$ cat config.mk
export PLATFORM = sky130hd
export DESIGN_NAME = lpct_regs
export DESIGN_NICKNAME = d
export VERILOG_FILES = /design/src/lpct_pkg.sv /design/src/lpct_regs.sv
export VERILOG_INCLUDE_DIRS = /design/src
export SDC_FILE = /design/constraint.sdc
export NUM_CORES = 1
export LEC_CHECK = 0
export BUFFER_PORTS_ARGS = -buffer_cell sky130_fd_sc_hd__buf_2
export CAP_MARGIN = 20
export CORE_ASPECT_RATIO = 1.25
export CORE_MARGIN = 4
export CORE_UTILIZATION = 55
export DETAILED_ROUTE_END_ITERATION = 8
export GPL_TIMING_DRIVEN = 0
export HOLD_SLACK_MARGIN = 0.1
export PLACE_DENSITY = 0.81
export SETUP_SLACK_MARGIN = 0.15
export SLEW_MARGIN = 30
export SYNTH_ARGS = -nofsm -noshare
export SYNTH_HDL_FRONTEND = slang
export SYNTH_SLANG_ARGS = --single-unit
$ cat constraint.sdc
create_clock -name clk -period 4.4 [get_ports clk]
set_clock_uncertainty 0.1 [all_clocks]
set_input_delay 0.88 -clock clk [delete_from_list [all_inputs] [get_ports clk]]
set_output_delay 0.88 -clock clk [all_outputs]
set_load 0.01 [all_outputs]
$ cat src/lpct_map.svh
// Register map, field positions, reset values and timing counts
`ifndef LPCT_MAP_SVH
`define LPCT_MAP_SVH
// ----------------------------------------
// Bus geometry
// ----------------------------------------
`define LPCT_AW 10
`define LPCT_IDX_HI 9
`define LPCT_IDX_LO 2
`define LPCT_CW 41
// ----------------------------------------
// Register indices, byte address is four times the index
// ----------------------------------------
`define LPCT_IDX_LP 8'h6e
`define LPCT_IDX_CTRL 8'h70
`define LPCT_IDX_STAT 8'h71
`define LPCT_IDX_GAIN 8'h7a
`define LPCT_IDX_REF 8'h7c
`define LPCT_IDX_TERM 8'h7e
// ----------------------------------------
// Field positions
// ----------------------------------------
`define LPCT_F_SLEEP_HI 7
`define LPCT_F_SLEEP_LO 5
`define LPCT_F_SETTLE_HI 4
`define LPCT_F_SETTLE_LO 3
`define LPCT_F_TRIGMODE 1
`define LPCT_F_LPEN 0
`define LPCT_F_BGEN 0
`define LPCT_F_SRCSEL 1
`define LPCT_F_SOFT 2
`define LPCT_F_REF_HI 3
// ----------------------------------------
// Reset values
// ----------------------------------------
`define LPCT_RST_SLEEP 3'h4
`define LPCT_RST_SETTLE 2'h1
`define LPCT_RST_SOFT 1'h1
`define LPCT_RESP_OKAY 2'h0
`define LPCT_RESP_SLVERR 2'h2
// ----------------------------------------
// Intervals in sample clock periods
// ----------------------------------------
`define LPCT_P_1152 41'h480
`define LPCT_P_4194432 41'h400080
`define LPCT_P_33554560 41'h2000080
`define LPCT_P_268435584 41'h10000080
`define LPCT_P_2147483776 41'h80000080
`define LPCT_P_17179869312 41'h400000080
`define LPCT_P_137438953600 41'h2000000080
`define LPCT_P_1099511627904 41'h10000000080
`endif

$ cat src/lpct_pkg.sv
// Types shared by the low-power calibration and trim register block
package lpct_pkg;
`include "lpct_map.svh"

   typedef enum logic [1:0] {
      LPCT_IDLE = 2'b00,
      LPCT_SLEEP = 2'b01,
      LPCT_SETTLE = 2'b10,
      LPCT_CAL = 2'b11
   } lpct_state_t;

   typedef enum logic [2:0] {
      LPCT_SEL_NONE = 3'b000,
      LPCT_SEL_LP = 3'b001,
      LPCT_SEL_CTRL = 3'b010,
      LPCT_SEL_STAT = 3'b011,
      LPCT_SEL_GAIN = 3'b100,
      LPCT_SEL_REF = 3'b101,
      LPCT_SEL_TERM = 3'b110
   } lpct_sel_t;

   typedef struct packed {
      lpct_state_t state;
      logic [`LPCT_CW-1:0] count;
      logic [2:0] sleep_sel;
      logic [1:0] settle_sel;
      logic trig_mode;
      logic lowpower_cal_enable;
      logic bg_en;
      logic src_sel;
      logic soft_trig;
      logic [7:0] gain;
      logic [3:0] refadj;
      logic [7:0] term;
      logic awready;
      logic wready;
      logic have_aw;
      logic have_w;
      logic [7:0] aw_idx;
      logic [7:0] wdata;
      logic wlane0;
      logic bvalid;
      logic [1:0] bresp;
      logic arready;
      logic rvalid;
      logic [31:0] rdata;
      logic [1:0] rresp;
      logic sleep_out;
      logic cal_out;
   } lpct_state_s_t;
endpackage

$ cat src/lpct_regs.sv
// Low-power background calibration control and factory trim registers
`timescale 1ns/1ns
`include "lpct_map.svh"
module lpct_regs
   import lpct_pkg::*;
#(
   parameter logic [`LPCT_CW-1:0] SLEEP_PERIODS [0:7] = '{
      `LPCT_P_1152,
      `LPCT_P_4194432,
      `LPCT_P_33554560,
      `LPCT_P_268435584,
      `LPCT_P_2147483776,
      `LPCT_P_17179869312,
      `LPCT_P_137438953600,
      `LPCT_P_1099511627904
   },
   parameter logic [`LPCT_CW-1:0] SETTLE_PERIODS [0:3] = '{
      `LPCT_P_1152,
      `LPCT_P_33554560,
      `LPCT_P_268435584,
      `LPCT_P_2147483776
   }
) (
   // Clock, reset, enable
   input wire logic clk,
   input wire logic reset_n,
   input wire logic ce,
   // AXI4-Lite write address and data
   input wire logic [`LPCT_AW-1:0] s_axi_awaddr,
   input wire logic s_axi_awvalid,
   output logic s_axi_awready,
   input wire logic [31:0] s_axi_wdata,
   input wire logic [3:0] s_axi_wstrb,
   input wire logic s_axi_wvalid,
   output logic s_axi_wready,
   // AXI4-Lite write response
   output logic [1:0] s_axi_bresp,
   output logic s_axi_bvalid,
   input wire logic s_axi_bready,
   // AXI4-Lite read
   input wire logic [`LPCT_AW-1:0] s_axi_araddr,
   input wire logic s_axi_arvalid,
   output logic s_axi_arready,
   output logic [31:0] s_axi_rdata,
   output logic [1:0] s_axi_rresp,
   output logic s_axi_rvalid,
   input wire logic s_axi_rready,
   // Factory fuse values
   input wire logic [7:0] fuse_gain,
   input wire logic [3:0] fuse_reference,
   input wire logic [7:0] fuse_termination_a,
   // Calibration side
   input wire logic sample_tick,
   input wire logic calibration_trigger_pin,
   input wire logic cal_done,
   output logic offline_core_sleep,
   output logic calibrate_req,
   // Trim outputs to the analog cores
   output logic [7:0] core_gain_trim,
   output logic [3:0] reference_trim,
   output logic [7:0] input_a_termination_trim
);

   // ----------------------------------------
   // Helpers
   // ----------------------------------------
   // Word index to register select, shared by both bus paths
   function automatic lpct_sel_t lpct_decode(input logic [7:0] idx);
      lpct_sel_t s;
      s = LPCT_SEL_NONE;
      unique case (idx)
         `LPCT_IDX_LP: s = LPCT_SEL_LP;
         `LPCT_IDX_CTRL: s = LPCT_SEL_CTRL;
         `LPCT_IDX_STAT: s = LPCT_SEL_STAT;
         `LPCT_IDX_GAIN: s = LPCT_SEL_GAIN;
         `LPCT_IDX_REF: s = LPCT_SEL_REF;
         `LPCT_IDX_TERM: s = LPCT_SEL_TERM;
         default: s = LPCT_SEL_NONE;
      endcase
      return s;
   endfunction

   // Last count value of an interval: the Nth tick ends it, so N minus one
   function automatic logic [`LPCT_CW-1:0] lpct_last(input logic [`LPCT_CW-1:0] period);
      return period - `LPCT_CW'(1);
   endfunction

   // ----------------------------------------
   // State and decode signals
   // ----------------------------------------
   // Whole block state, current and next
   lpct_state_s_t r_reg;
   lpct_state_s_t r_next;
   // Derived controls and bus decode
   logic active;
   logic trig;
   logic [`LPCT_CW-1:0] sleep_last;
   logic [`LPCT_CW-1:0] settle_last;
   lpct_sel_t wsel;
   lpct_sel_t rsel;
   logic [7:0] ar_idx;

   // ----------------------------------------
   // Decode
   // ----------------------------------------
   // Qualified enable and selected trigger
   assign active = r_reg.lowpower_cal_enable & r_reg.bg_en;
   assign trig = r_reg.src_sel ? calibration_trigger_pin : r_reg.soft_trig;
   // Interval end points follow the current selects
   assign sleep_last = lpct_last(SLEEP_PERIODS[r_reg.sleep_sel]);
   assign settle_last = lpct_last(SETTLE_PERIODS[r_reg.settle_sel]);
   // Register selects for the held write and the offered read
   assign wsel = lpct_decode(r_reg.aw_idx);
   assign ar_idx = s_axi_araddr[`LPCT_IDX_HI:`LPCT_IDX_LO];
   assign rsel = lpct_decode(ar_idx);

   // ----------------------------------------
   // Next state
   // ----------------------------------------
   // Fills the whole next state: reset, bus, registers, sequencer
   always_comb begin
      r_next = r_reg;
      if (!reset_n) begin
         r_next = '0;
         r_next.state = LPCT_IDLE;
         r_next.sleep_sel = `LPCT_RST_SLEEP;
         r_next.settle_sel = `LPCT_RST_SETTLE;
         r_next.soft_trig = `LPCT_RST_SOFT;
         // Trims take the factory fuse values, never a constant
         r_next.gain = fuse_gain;
         r_next.refadj = fuse_reference;
         r_next.term = fuse_termination_a;
      end else if (ce) begin
         // Response channels retire on their handshakes
         if (r_reg.bvalid && s_axi_bready) begin
            r_next.bvalid = 1'b0;
         end
         if (r_reg.rvalid && s_axi_rready) begin
            r_next.rvalid = 1'b0;
         end
         // Capture write address and data in either order
         if (s_axi_awvalid && r_reg.awready) begin
            r_next.have_aw = 1'b1;
            r_next.aw_idx = s_axi_awaddr[`LPCT_IDX_HI:`LPCT_IDX_LO];
         end
         if (s_axi_wvalid && r_reg.wready) begin
            r_next.have_w = 1'b1;
            r_next.wdata = s_axi_wdata[7:0];
            r_next.wlane0 = s_axi_wstrb[0];
         end
         // Commit a write once both halves are held
         if (r_reg.have_aw && r_reg.have_w && !r_reg.bvalid) begin
            r_next.have_aw = 1'b0;
            r_next.have_w = 1'b0;
            r_next.bvalid = 1'b1;
            r_next.bresp = (wsel == LPCT_SEL_NONE) ? `LPCT_RESP_SLVERR : `LPCT_RESP_OKAY;
            if (r_reg.wlane0) begin
               unique case (wsel)
                  LPCT_SEL_LP: begin
                     r_next.sleep_sel = r_reg.wdata[`LPCT_F_SLEEP_HI:`LPCT_F_SLEEP_LO];
                     r_next.settle_sel = r_reg.wdata[`LPCT_F_SETTLE_HI:`LPCT_F_SETTLE_LO];
                     r_next.trig_mode = r_reg.wdata[`LPCT_F_TRIGMODE];
                     r_next.lowpower_cal_enable = r_reg.wdata[`LPCT_F_LPEN];
                  end
                  LPCT_SEL_CTRL: begin
                     r_next.bg_en = r_reg.wdata[`LPCT_F_BGEN];
                     r_next.src_sel = r_reg.wdata[`LPCT_F_SRCSEL];
                     r_next.soft_trig = r_reg.wdata[`LPCT_F_SOFT];
                  end
                  LPCT_SEL_GAIN: r_next.gain = r_reg.wdata;
                  LPCT_SEL_REF: r_next.refadj = r_reg.wdata[`LPCT_F_REF_HI:0];
                  LPCT_SEL_TERM: r_next.term = r_reg.wdata;
                  default: r_next.gain = r_reg.gain;
               endcase
            end
         end
         // Read: one request at a time, data held until taken
         if (s_axi_arvalid && r_reg.arready) begin
            r_next.rvalid = 1'b1;
            r_next.rresp = (rsel == LPCT_SEL_NONE) ? `LPCT_RESP_SLVERR : `LPCT_RESP_OKAY;
            r_next.rdata = '0;
            unique case (rsel)
               LPCT_SEL_LP: begin
                  r_next.rdata[`LPCT_F_SLEEP_HI:`LPCT_F_SLEEP_LO] = r_reg.sleep_sel;
                  r_next.rdata[`LPCT_F_SETTLE_HI:`LPCT_F_SETTLE_LO] = r_reg.settle_sel;
                  r_next.rdata[`LPCT_F_TRIGMODE] = r_reg.trig_mode;
                  r_next.rdata[`LPCT_F_LPEN] = r_reg.lowpower_cal_enable;
               end
               LPCT_SEL_CTRL: begin
                  r_next.rdata[`LPCT_F_BGEN] = r_reg.bg_en;
                  r_next.rdata[`LPCT_F_SRCSEL] = r_reg.src_sel;
                  r_next.rdata[`LPCT_F_SOFT] = r_reg.soft_trig;
               end
               LPCT_SEL_STAT: begin
                  r_next.rdata[1:0] = r_reg.state;
                  r_next.rdata[`LPCT_F_SOFT] = trig;
               end
               LPCT_SEL_GAIN: r_next.rdata[7:0] = r_reg.gain;
               LPCT_SEL_REF: r_next.rdata[`LPCT_F_REF_HI:0] = r_reg.refadj;
               LPCT_SEL_TERM: r_next.rdata[7:0] = r_reg.term;
               default: r_next.rdata = '0;
            endcase
         end
         // Sleep, settle, calibrate sequencer
         unique case (r_reg.state)
            LPCT_IDLE: begin
               r_next.count = '0;
               if (active) begin
                  r_next.state = LPCT_SLEEP;
               end
            end
            LPCT_SLEEP: begin
               if (!active) begin
                  r_next.state = LPCT_IDLE;
               end else if (r_reg.trig_mode) begin
                  // Trigger mode ignores the counted interval
                  r_next.count = '0;
                  if (!trig) begin
                     r_next.state = LPCT_SETTLE;
                  end
               end else if (sample_tick) begin
                  // Greater-or-equal ends promptly when the select shrinks mid-count
                  if (r_reg.count >= sleep_last) begin
                     r_next.state = LPCT_SETTLE;
                     r_next.count = '0;
                  end else begin
                     r_next.count = r_reg.count + 1'b1;
                  end
               end
            end
            LPCT_SETTLE: begin
               if (!active) begin
                  r_next.state = LPCT_IDLE;
               end else if (sample_tick) begin
                  if (r_reg.count >= settle_last) begin
                     r_next.state = LPCT_CAL;
                     r_next.count = '0;
                  end else begin
                     r_next.count = r_reg.count + 1'b1;
                  end
               end
            end
            LPCT_CAL: begin
               if (!active) begin
                  r_next.state = LPCT_IDLE;
               end else if (cal_done) begin
                  r_next.state = LPCT_SLEEP;
               end
            end
         endcase
         // Ready flags and core controls follow the next state
         r_next.awready = !r_next.have_aw && !r_next.bvalid;
         r_next.wready = !r_next.have_w && !r_next.bvalid;
         r_next.arready = !r_next.rvalid;
         r_next.sleep_out = (r_next.state == LPCT_SLEEP);
         r_next.cal_out = (r_next.state == LPCT_CAL);
      end
   end

   // ----------------------------------------
   // State register
   // ----------------------------------------
   // Registers the whole state
   // Reset acts through the next state, so it applies even with ce low
   always_ff @(posedge clk) begin
      r_reg <= r_next;
   end

   // ----------------------------------------
   // Outputs
   // ----------------------------------------
   // Outputs straight from the state register
   assign s_axi_awready = r_reg.awready;
   assign s_axi_wready = r_reg.wready;
   assign s_axi_bvalid = r_reg.bvalid;
   assign s_axi_bresp = r_reg.bresp;
   assign s_axi_arready = r_reg.arready;
   assign s_axi_rvalid = r_reg.rvalid;
   assign s_axi_rdata = r_reg.rdata;
   assign s_axi_rresp = r_reg.rresp;
   assign offline_core_sleep = r_reg.sleep_out;
   assign calibrate_req = r_reg.cal_out;
   assign core_gain_trim = r_reg.gain;
   assign reference_trim = r_reg.refadj;
   assign input_a_termination_trim = r_reg.term;

endmodule

* Word level (Yosys, flattened, before mapping)
Memory sizes are Yosys's and may differ from the RTL's.
Index checks and enable logic that the tools add are counted.
** Storage, ports and cells
- Bits of input ports :: 87
- Memories :: 1
- Memory bits (read-only) :: 328
- Logic and storage cells :: 161
- Register bits :: 135
- Output and inout bits :: 63
** Operators by class
- $lt $le $gt $ge :: 4
- Equality and inequality tests :: 40
- Reductions and logical operators :: 28
- Bitwise gates (word level) :: 3
- Multiplexer cells :: 55
- $add $sub $neg :: 3
** Memories
- (no name shown) :: words 8, bits a word 41, rd ports 1, clocked after Yosys merged registers in 0, write ports 0, RTL line lpct_regs.sv:110 : assign sleep_last = lpct_last(SLEEP_PERIODS[r_reg.sleep_sel]);
** Operators by type and width (number)
- two-way mux 41 bit :: 8
- two-way mux 82 bit :: 2
- two-way mux 43 bit :: 3
- case mux 41 bit (3 select lines) :: 1
- two-way mux 35 bit :: 3
- == test 8 x 7 -> 1 bit, second input constant :: 12
- binary-select mux 41 bit (select 2 bit) :: 1
- greater-or-equal comparator 41 bit :: 2
- subtractor 41 x 1 -> 41 bit, second input constant :: 2
- adder 41 x 1 -> 41 bit, second input constant :: 1
- two-way mux 20 bit :: 2
- case mux 3 bit (6 select lines) :: 2
- two-way mux 2 bit :: 15
- two-way mux 8 bit :: 3
- AND reduction 4 bit :: 5
- == test 3 bit, second input constant :: 6
- != test 2 x 1 -> 1 bit, second input constant :: 6
- case mux 2 bit (6 select lines) :: 1
- case mux 4 bit (3 select lines) :: 1
- == test 3 x 2 -> 1 bit, second input constant :: 3
- logical AND 1 bit :: 9
- two-way mux 3 bit :: 3
- two-way mux 9 bit :: 1
- case mux 2 bit (4 select lines) :: 1
- other kinds (21) :: 40

* Depth between registers and ports, before layout
- Word-level depth :: 16
- Depth in mapped cells :: 13
- Mapped depth without buffers :: 10

* Worst setup path before layout
OpenSTA, ideal clock, no wires.
- Kind :: flip-flop to flip-flop
- From :: register r_reg[91] (netlist bit)
- To :: register r_reg[99] (netlist bit)
- Data arrival time :: 2.849 ns
- Path slack :: 1.317 ns
- Library setup time :: 0.134 ns
- Period minus slack after synthesis :: 3.083 ns
- Data required time :: 4.166 ns
- Path buffers :: 3
- Cell stages (with the launch flop) :: 13
- Path through :: dfxtp_1 -> clkbuf_1 -> or3b_2 -> ha_1 -> nand3_1 -> nor4b_1 -> o2111ai_1 -> a31oi_2 -> o22ai_2 -> buf_6 -> buf_6 -> a21oi_1 -> a31oi_1
** Between the ends
- Longest elaborated chain between the ends :: 11
** RTL lines
- start, declared :: RTL line lpct_regs.sv:92 : lpct_state_s_t r_reg;
- start signal, assigned :: RTL line lpct_regs.sv:266 : r_reg <= r_next;
- inverter 3 -> 4 bit (not written as such) :: RTL line lpct_regs.sv:110
- memory read (8 x 41 bit)
- two-way mux 41 bit (not written as such) (2 in a row) :: RTL line lpct_regs.sv:110
- subtractor 41 x 1 -> 41 bit :: RTL line lpct_regs.sv:85 : return period - `LPCT_CW'(1);
- greater-or-equal comparator 41 bit :: RTL line lpct_regs.sv:223 : if (r_reg.count >= sleep_last) begin
- two-way mux 41 bit :: RTL line lpct_regs.sv:223
- two-way mux 43 bit :: RTL line lpct_regs.sv:221 : end else if (sample_tick) begin
- two-way mux 43 bit :: RTL line lpct_regs.sv:215 : end else if (r_reg.trig_mode) begin
- two-way mux 41 bit :: RTL line lpct_regs.sv:213 : if (!active) begin
- case mux 41 bit (3 select lines) :: RTL line lpct_regs.sv:205 : unique case (r_reg.state)
No other way between the ends. The select of a mux whose other input is x is not followed.
A chain may end at the register's enable or synchronous reset.

* Final worst setup path
- From :: register r_reg[91] (netlist bit)
- To :: register r_reg[121] (netlist bit)
The elaborated chain is that of the path after synthesis.

==> metrics.log <==
INFO  metric status = finished clean
INFO  metric worst_ir_drop_vdd = 0.167 mV
INFO  metric cts.reportedPaths.clkPinSlew = 80 ps
INFO  metric mean_number_of_vias_per_cell = 5.54
INFO  metric grt_pass1_vias = 5618
INFO  metric post_synth_main_area_contributors = sky130_fd_sc_hd__dfxtp_1 28%, sky130_fd_sc_hd__edfxtp_1 9.3%, sky130_fd_sc_hd__nand2_1 7.1%, sky130_fd_sc_hd__buf_4 6.5%, sky130_fd_sc_hd__o21ai_0 4.6%
INFO  metric critPathArrivalTime = 3920 ps
INFO  metric number_of_antenna_violations_at_the_first_check_in_global_routing = 1
INFO  metric p_leak = 3.09 nW
INFO  metric period_minus_slack = 3800 ps
INFO  metric flip_flop_count_of_the_largest_register_after_layout = 72
INFO  metric min-delay-path-class = flop to flop
INFO  metric yosysSeqAreaShare = 0.368
INFO  metric cts-buffers-inserted = 9
INFO  metric critical_path_cell_sequence = clkbuf_1, or3b_2, ha_1, nand3_1, nor4b_1, o2111ai_1, a31oi_2, o22ai_2, buf_6, inv_1, o21ai_0
INFO  metric synth.lib_cells_used.distinct = 65
INFO  metric die_ht = 129 microns
INFO  metric cts_max_level = 3
INFO  metric post_cts.repair.setup_buffers = 0
INFO  metric timing_max_transition_violations_final = 0
INFO  metric root_buffer = sky130_fd_sc_hd__clkbuf_16
INFO  metric required = 4520 ps
INFO  metric timing.final.hold_violations = 0
INFO  metric mostFrequentLayoutCells = 122 x sky130_fd_sc_hd__nand2_1, 95 x sky130_fd_sc_hd__buf_2, 89 x sky130_fd_sc_hd__dfxtp_1
INFO  metric totalWireLength = 16000 microns
INFO  metric worst_path_dominant_cell_family = simple AND/OR/NAND/NOR gates
INFO  metric startpoint_of_the_lowest_slack_register_to_register_path = r_reg[91]
INFO  metric setup_repair_after_global_routing_missed_its_margin = no
INFO  metric worst_path_max_delay_cell = sky130_fd_sc_hd__nor4b_1
INFO  metric critPathLaunchType = flop
INFO  metric worst_reg_to_reg_setup_slack = 600 ps
INFO  metric boundary_pin_count = 150
INFO  metric starting_utilization_of_the_core_area = 0.559
INFO  metric place_hpwl = 12200 microns
INFO  metric numClockSinks = 109
INFO  metric critPathMaxFanout = 10
INFO  metric largest_net_degree_at_the_start_of_global_routing = 20
INFO  metric timing.max_slew.rel_slack = 0.427
INFO  metric gpl.final_weighted_congestion = 0.906
INFO  metric total_of_flip_flops_plus_latches_after_synthesis = 109
INFO  metric hold_buf_count_cts = 0
INFO  metric critPathKind = flop to flop
INFO  metric dr_total_vias = 5931
INFO  metric post-synth-top-area-fraction = 0.276
INFO  metric synth-async-reset-ratio = 0
INFO  metric max_freq = 0.263 GHz
INFO  metric power.density_cell_area = 272 mW/mm^2
INFO  metric final_layout_size_suffix_gt1_frac = 0.205
INFO  metric gr-usage-all-layers = 0.236
INFO  metric setup_total_negative_slack = 0 ps
INFO  metric grt_pass1_wl = 26300 microns
INFO  metric drc = 0
INFO  metric antennaDiodeCount = 0
INFO  metric netlist_instances = 801
INFO  metric iter_0_drt_violations = 332
INFO  metric crit_cells = 11
INFO  metric mappedNetlistArea = 0.00646 sq mm
INFO  metric number_of_nets_in_the_finished_design = 1033
INFO  metric antenna_violating_nets_post_route = 0
INFO  metric floorplan.die.width = 105 microns
INFO  metric maxCapViolCount = 0
INFO  metric setup_viol_count_final = 0
INFO  metric floorplan.die_area = 0.0136 sq mm
INFO  metric commonest_non_fill_non_tap_cell_in_the_layout = sky130_fd_sc_hd__nand2_1
INFO  metric library_cell_occupying_the_most_area_in_the_post_synthesis_netlist = sky130_fd_sc_hd__dfxtp_1
INFO  metric synthesis.area_per_instance = 8.07 sq um
INFO  metric synth_warnings = 0
INFO  metric timing.rr.end = r_reg[121]
INFO  metric detail_route.first_pass.iterations = 5
INFO  metric timing.critical_path.to_type = flop
INFO  metric area_growth_syn_to_layout = 15.7%
INFO  metric grt_overflow_total = 0
INFO  metric clock_path_buffers = 2
INFO  metric post_detailed_route_wirelength_per_cell = 15.0 microns
INFO  metric worstMarginPinSlew = 854 ps
INFO  metric hp-start = r_reg[56]
INFO  metric critPathCapture = r_reg[121]
INFO  metric dominantRegCellSynth = sky130_fd_sc_hd__dfxtp_1
INFO  metric worst-r2r-cell-count = 11
INFO  metric tritoncts_clock_tree = built
INFO  metric clk_latency = 350 ps
INFO  metric crit_start = r_reg[91]
INFO  metric timing.critical_path.slowest_cell_delay = 650 ps
INFO  metric placeableCoreArea = 0.0116 sq mm
INFO  metric synth_enable_flop_cells = 20
INFO  metric utilization = 0.647
INFO  metric final_min_period_over_clock_period = 0.864
INFO  metric post_cts_resize_count = 0
INFO  metric core.rowCount = 44
INFO  metric worstPathBufferInverterCount = 3
INFO  metric io_buffer_count = 91
## worst reg2reg max path, delay by kind of cell (launching register included)
family	cells	cell delay, ps
buffers and inverters	3	760
flip-flops	1	310
AND/OR/NAND/NOR	3	1210
adder cells (fa/ha/maj)	1	300
AO/OA/AOI/OAI	4	990
## layer usage
metal | vias up | global-route usage | wire length, microns
met2 | 175 | 0.434 | 8130
met5 | - | 0 | 12
met3 | 33 | 0.0394 | 795
met4 | 2 | 0.0834 | 369
li1 | 3009 | - | -
met1 | 2712 | 0.279 | 6720
## Yosys cell counts (7+ instances only)
master / n
sky130_fd_sc_hd__nand2_1: 122
sky130_fd_sc_hd__clkbuf_1: 26
sky130_fd_sc_hd__o21ai_0: 59
sky130_fd_sc_hd__nand3_1: 36
sky130_fd_sc_hd__inv_1: 44
sky130_fd_sc_hd__a21boi_0: 24
sky130_fd_sc_hd__a21oi_1: 38
sky130_fd_sc_hd__o31ai_1: 7
sky130_fd_sc_hd__mux2i_1: 13
sky130_fd_sc_hd__and3_1: 11
sky130_fd_sc_hd__xor2_1: 7
sky130_fd_sc_hd__edfxtp_1: 20
sky130_fd_sc_hd__nand4_1: 12
sky130_fd_sc_hd__dfxtp_1: 89
sky130_fd_sc_hd__buf_4: 56
sky130_fd_sc_hd__ha_1: 18
sky130_fd_sc_hd__nor2b_1: 22
sky130_fd_sc_hd__a22oi_1: 10
sky130_fd_sc_hd__nor4_1: 9
sky130_fd_sc_hd__nor2_1: 34
sky130_fd_sc_hd__nor3_1: 17
sky130_fd_sc_hd__a31oi_1: 24
sky130_fd_sc_hd__buf_6: 7
## worst min path at each step
stage	slack [ps]	endpoint	cells after the start
after floorplan	340	s_axi_rdata[2]	2
after global placement	350	r_reg[56]	2
after detailed placement	360	r_reg[56]	2
after CTS	370	r_reg[56]	2
after global routing	390	r_reg[41]	2
final	370	r_reg[56]	2
## per-stage QoR
| step | area, sq um | power [mW] | instances | worst slack (ps) | hold slack [ps] |
|---|---|---|---|---|---|
| CTS | 7470 | 2.04 | 1071 | 655 | 370 |
| global route | 7480 | 2.10 | 1071 | 231 | 394 |
| global placement | 7190 | 1.27 | 1055 | 663 | 352 |
| detailed placement | 7190 | 1.27 | 1055 | 691 | 359 |
| floorplan | 6560 | 1.20 | 826 | 1320 | 341 |
| finish | 7480 | 2.04 | 1071 | 597 | 368 |
## report_power, final
group / total [mW] / switching (mW) / internal, mW
clock: 0.787 / 0.391 / 0.396
combinational: 0.195 / 0.108 / 0.0872
sequential: 1.05 / 0.0164 / 1.04
## layout make-up
type                            count  area, sq um
Sequential cell                   109         2380
Tap cell                          138          173
Fill cell                        1024         4080
Clock inverter                      6         53.8
Inverter                           44          165
Timing Repair Buffer               91          455
Clock buffer                       10          229
Multi-Input combinational cell    578         3400
Buffer                             95          626
## kinds of logic (layout without fill, tap and decap cells)
kind of cell / after synthesis / after routing / synth area share
AOI/OAI and AO/OA: 200 / 200 / 0.198
buffers and inverters: 139 / 246 / 0.122
and+or+nand+nor: 309 / 309 / 0.239
muxes: 13 / 13 / 0.0201
adders and majority gates: 18 / 18 / 0.0348
xor gates and xnor gates: 12 / 12 / 0.0163
DFF: 109 / 109 / 0.368
other: 1 / 26 / 0.000580
Note: power is estimated with default switching activity, not from simulation.
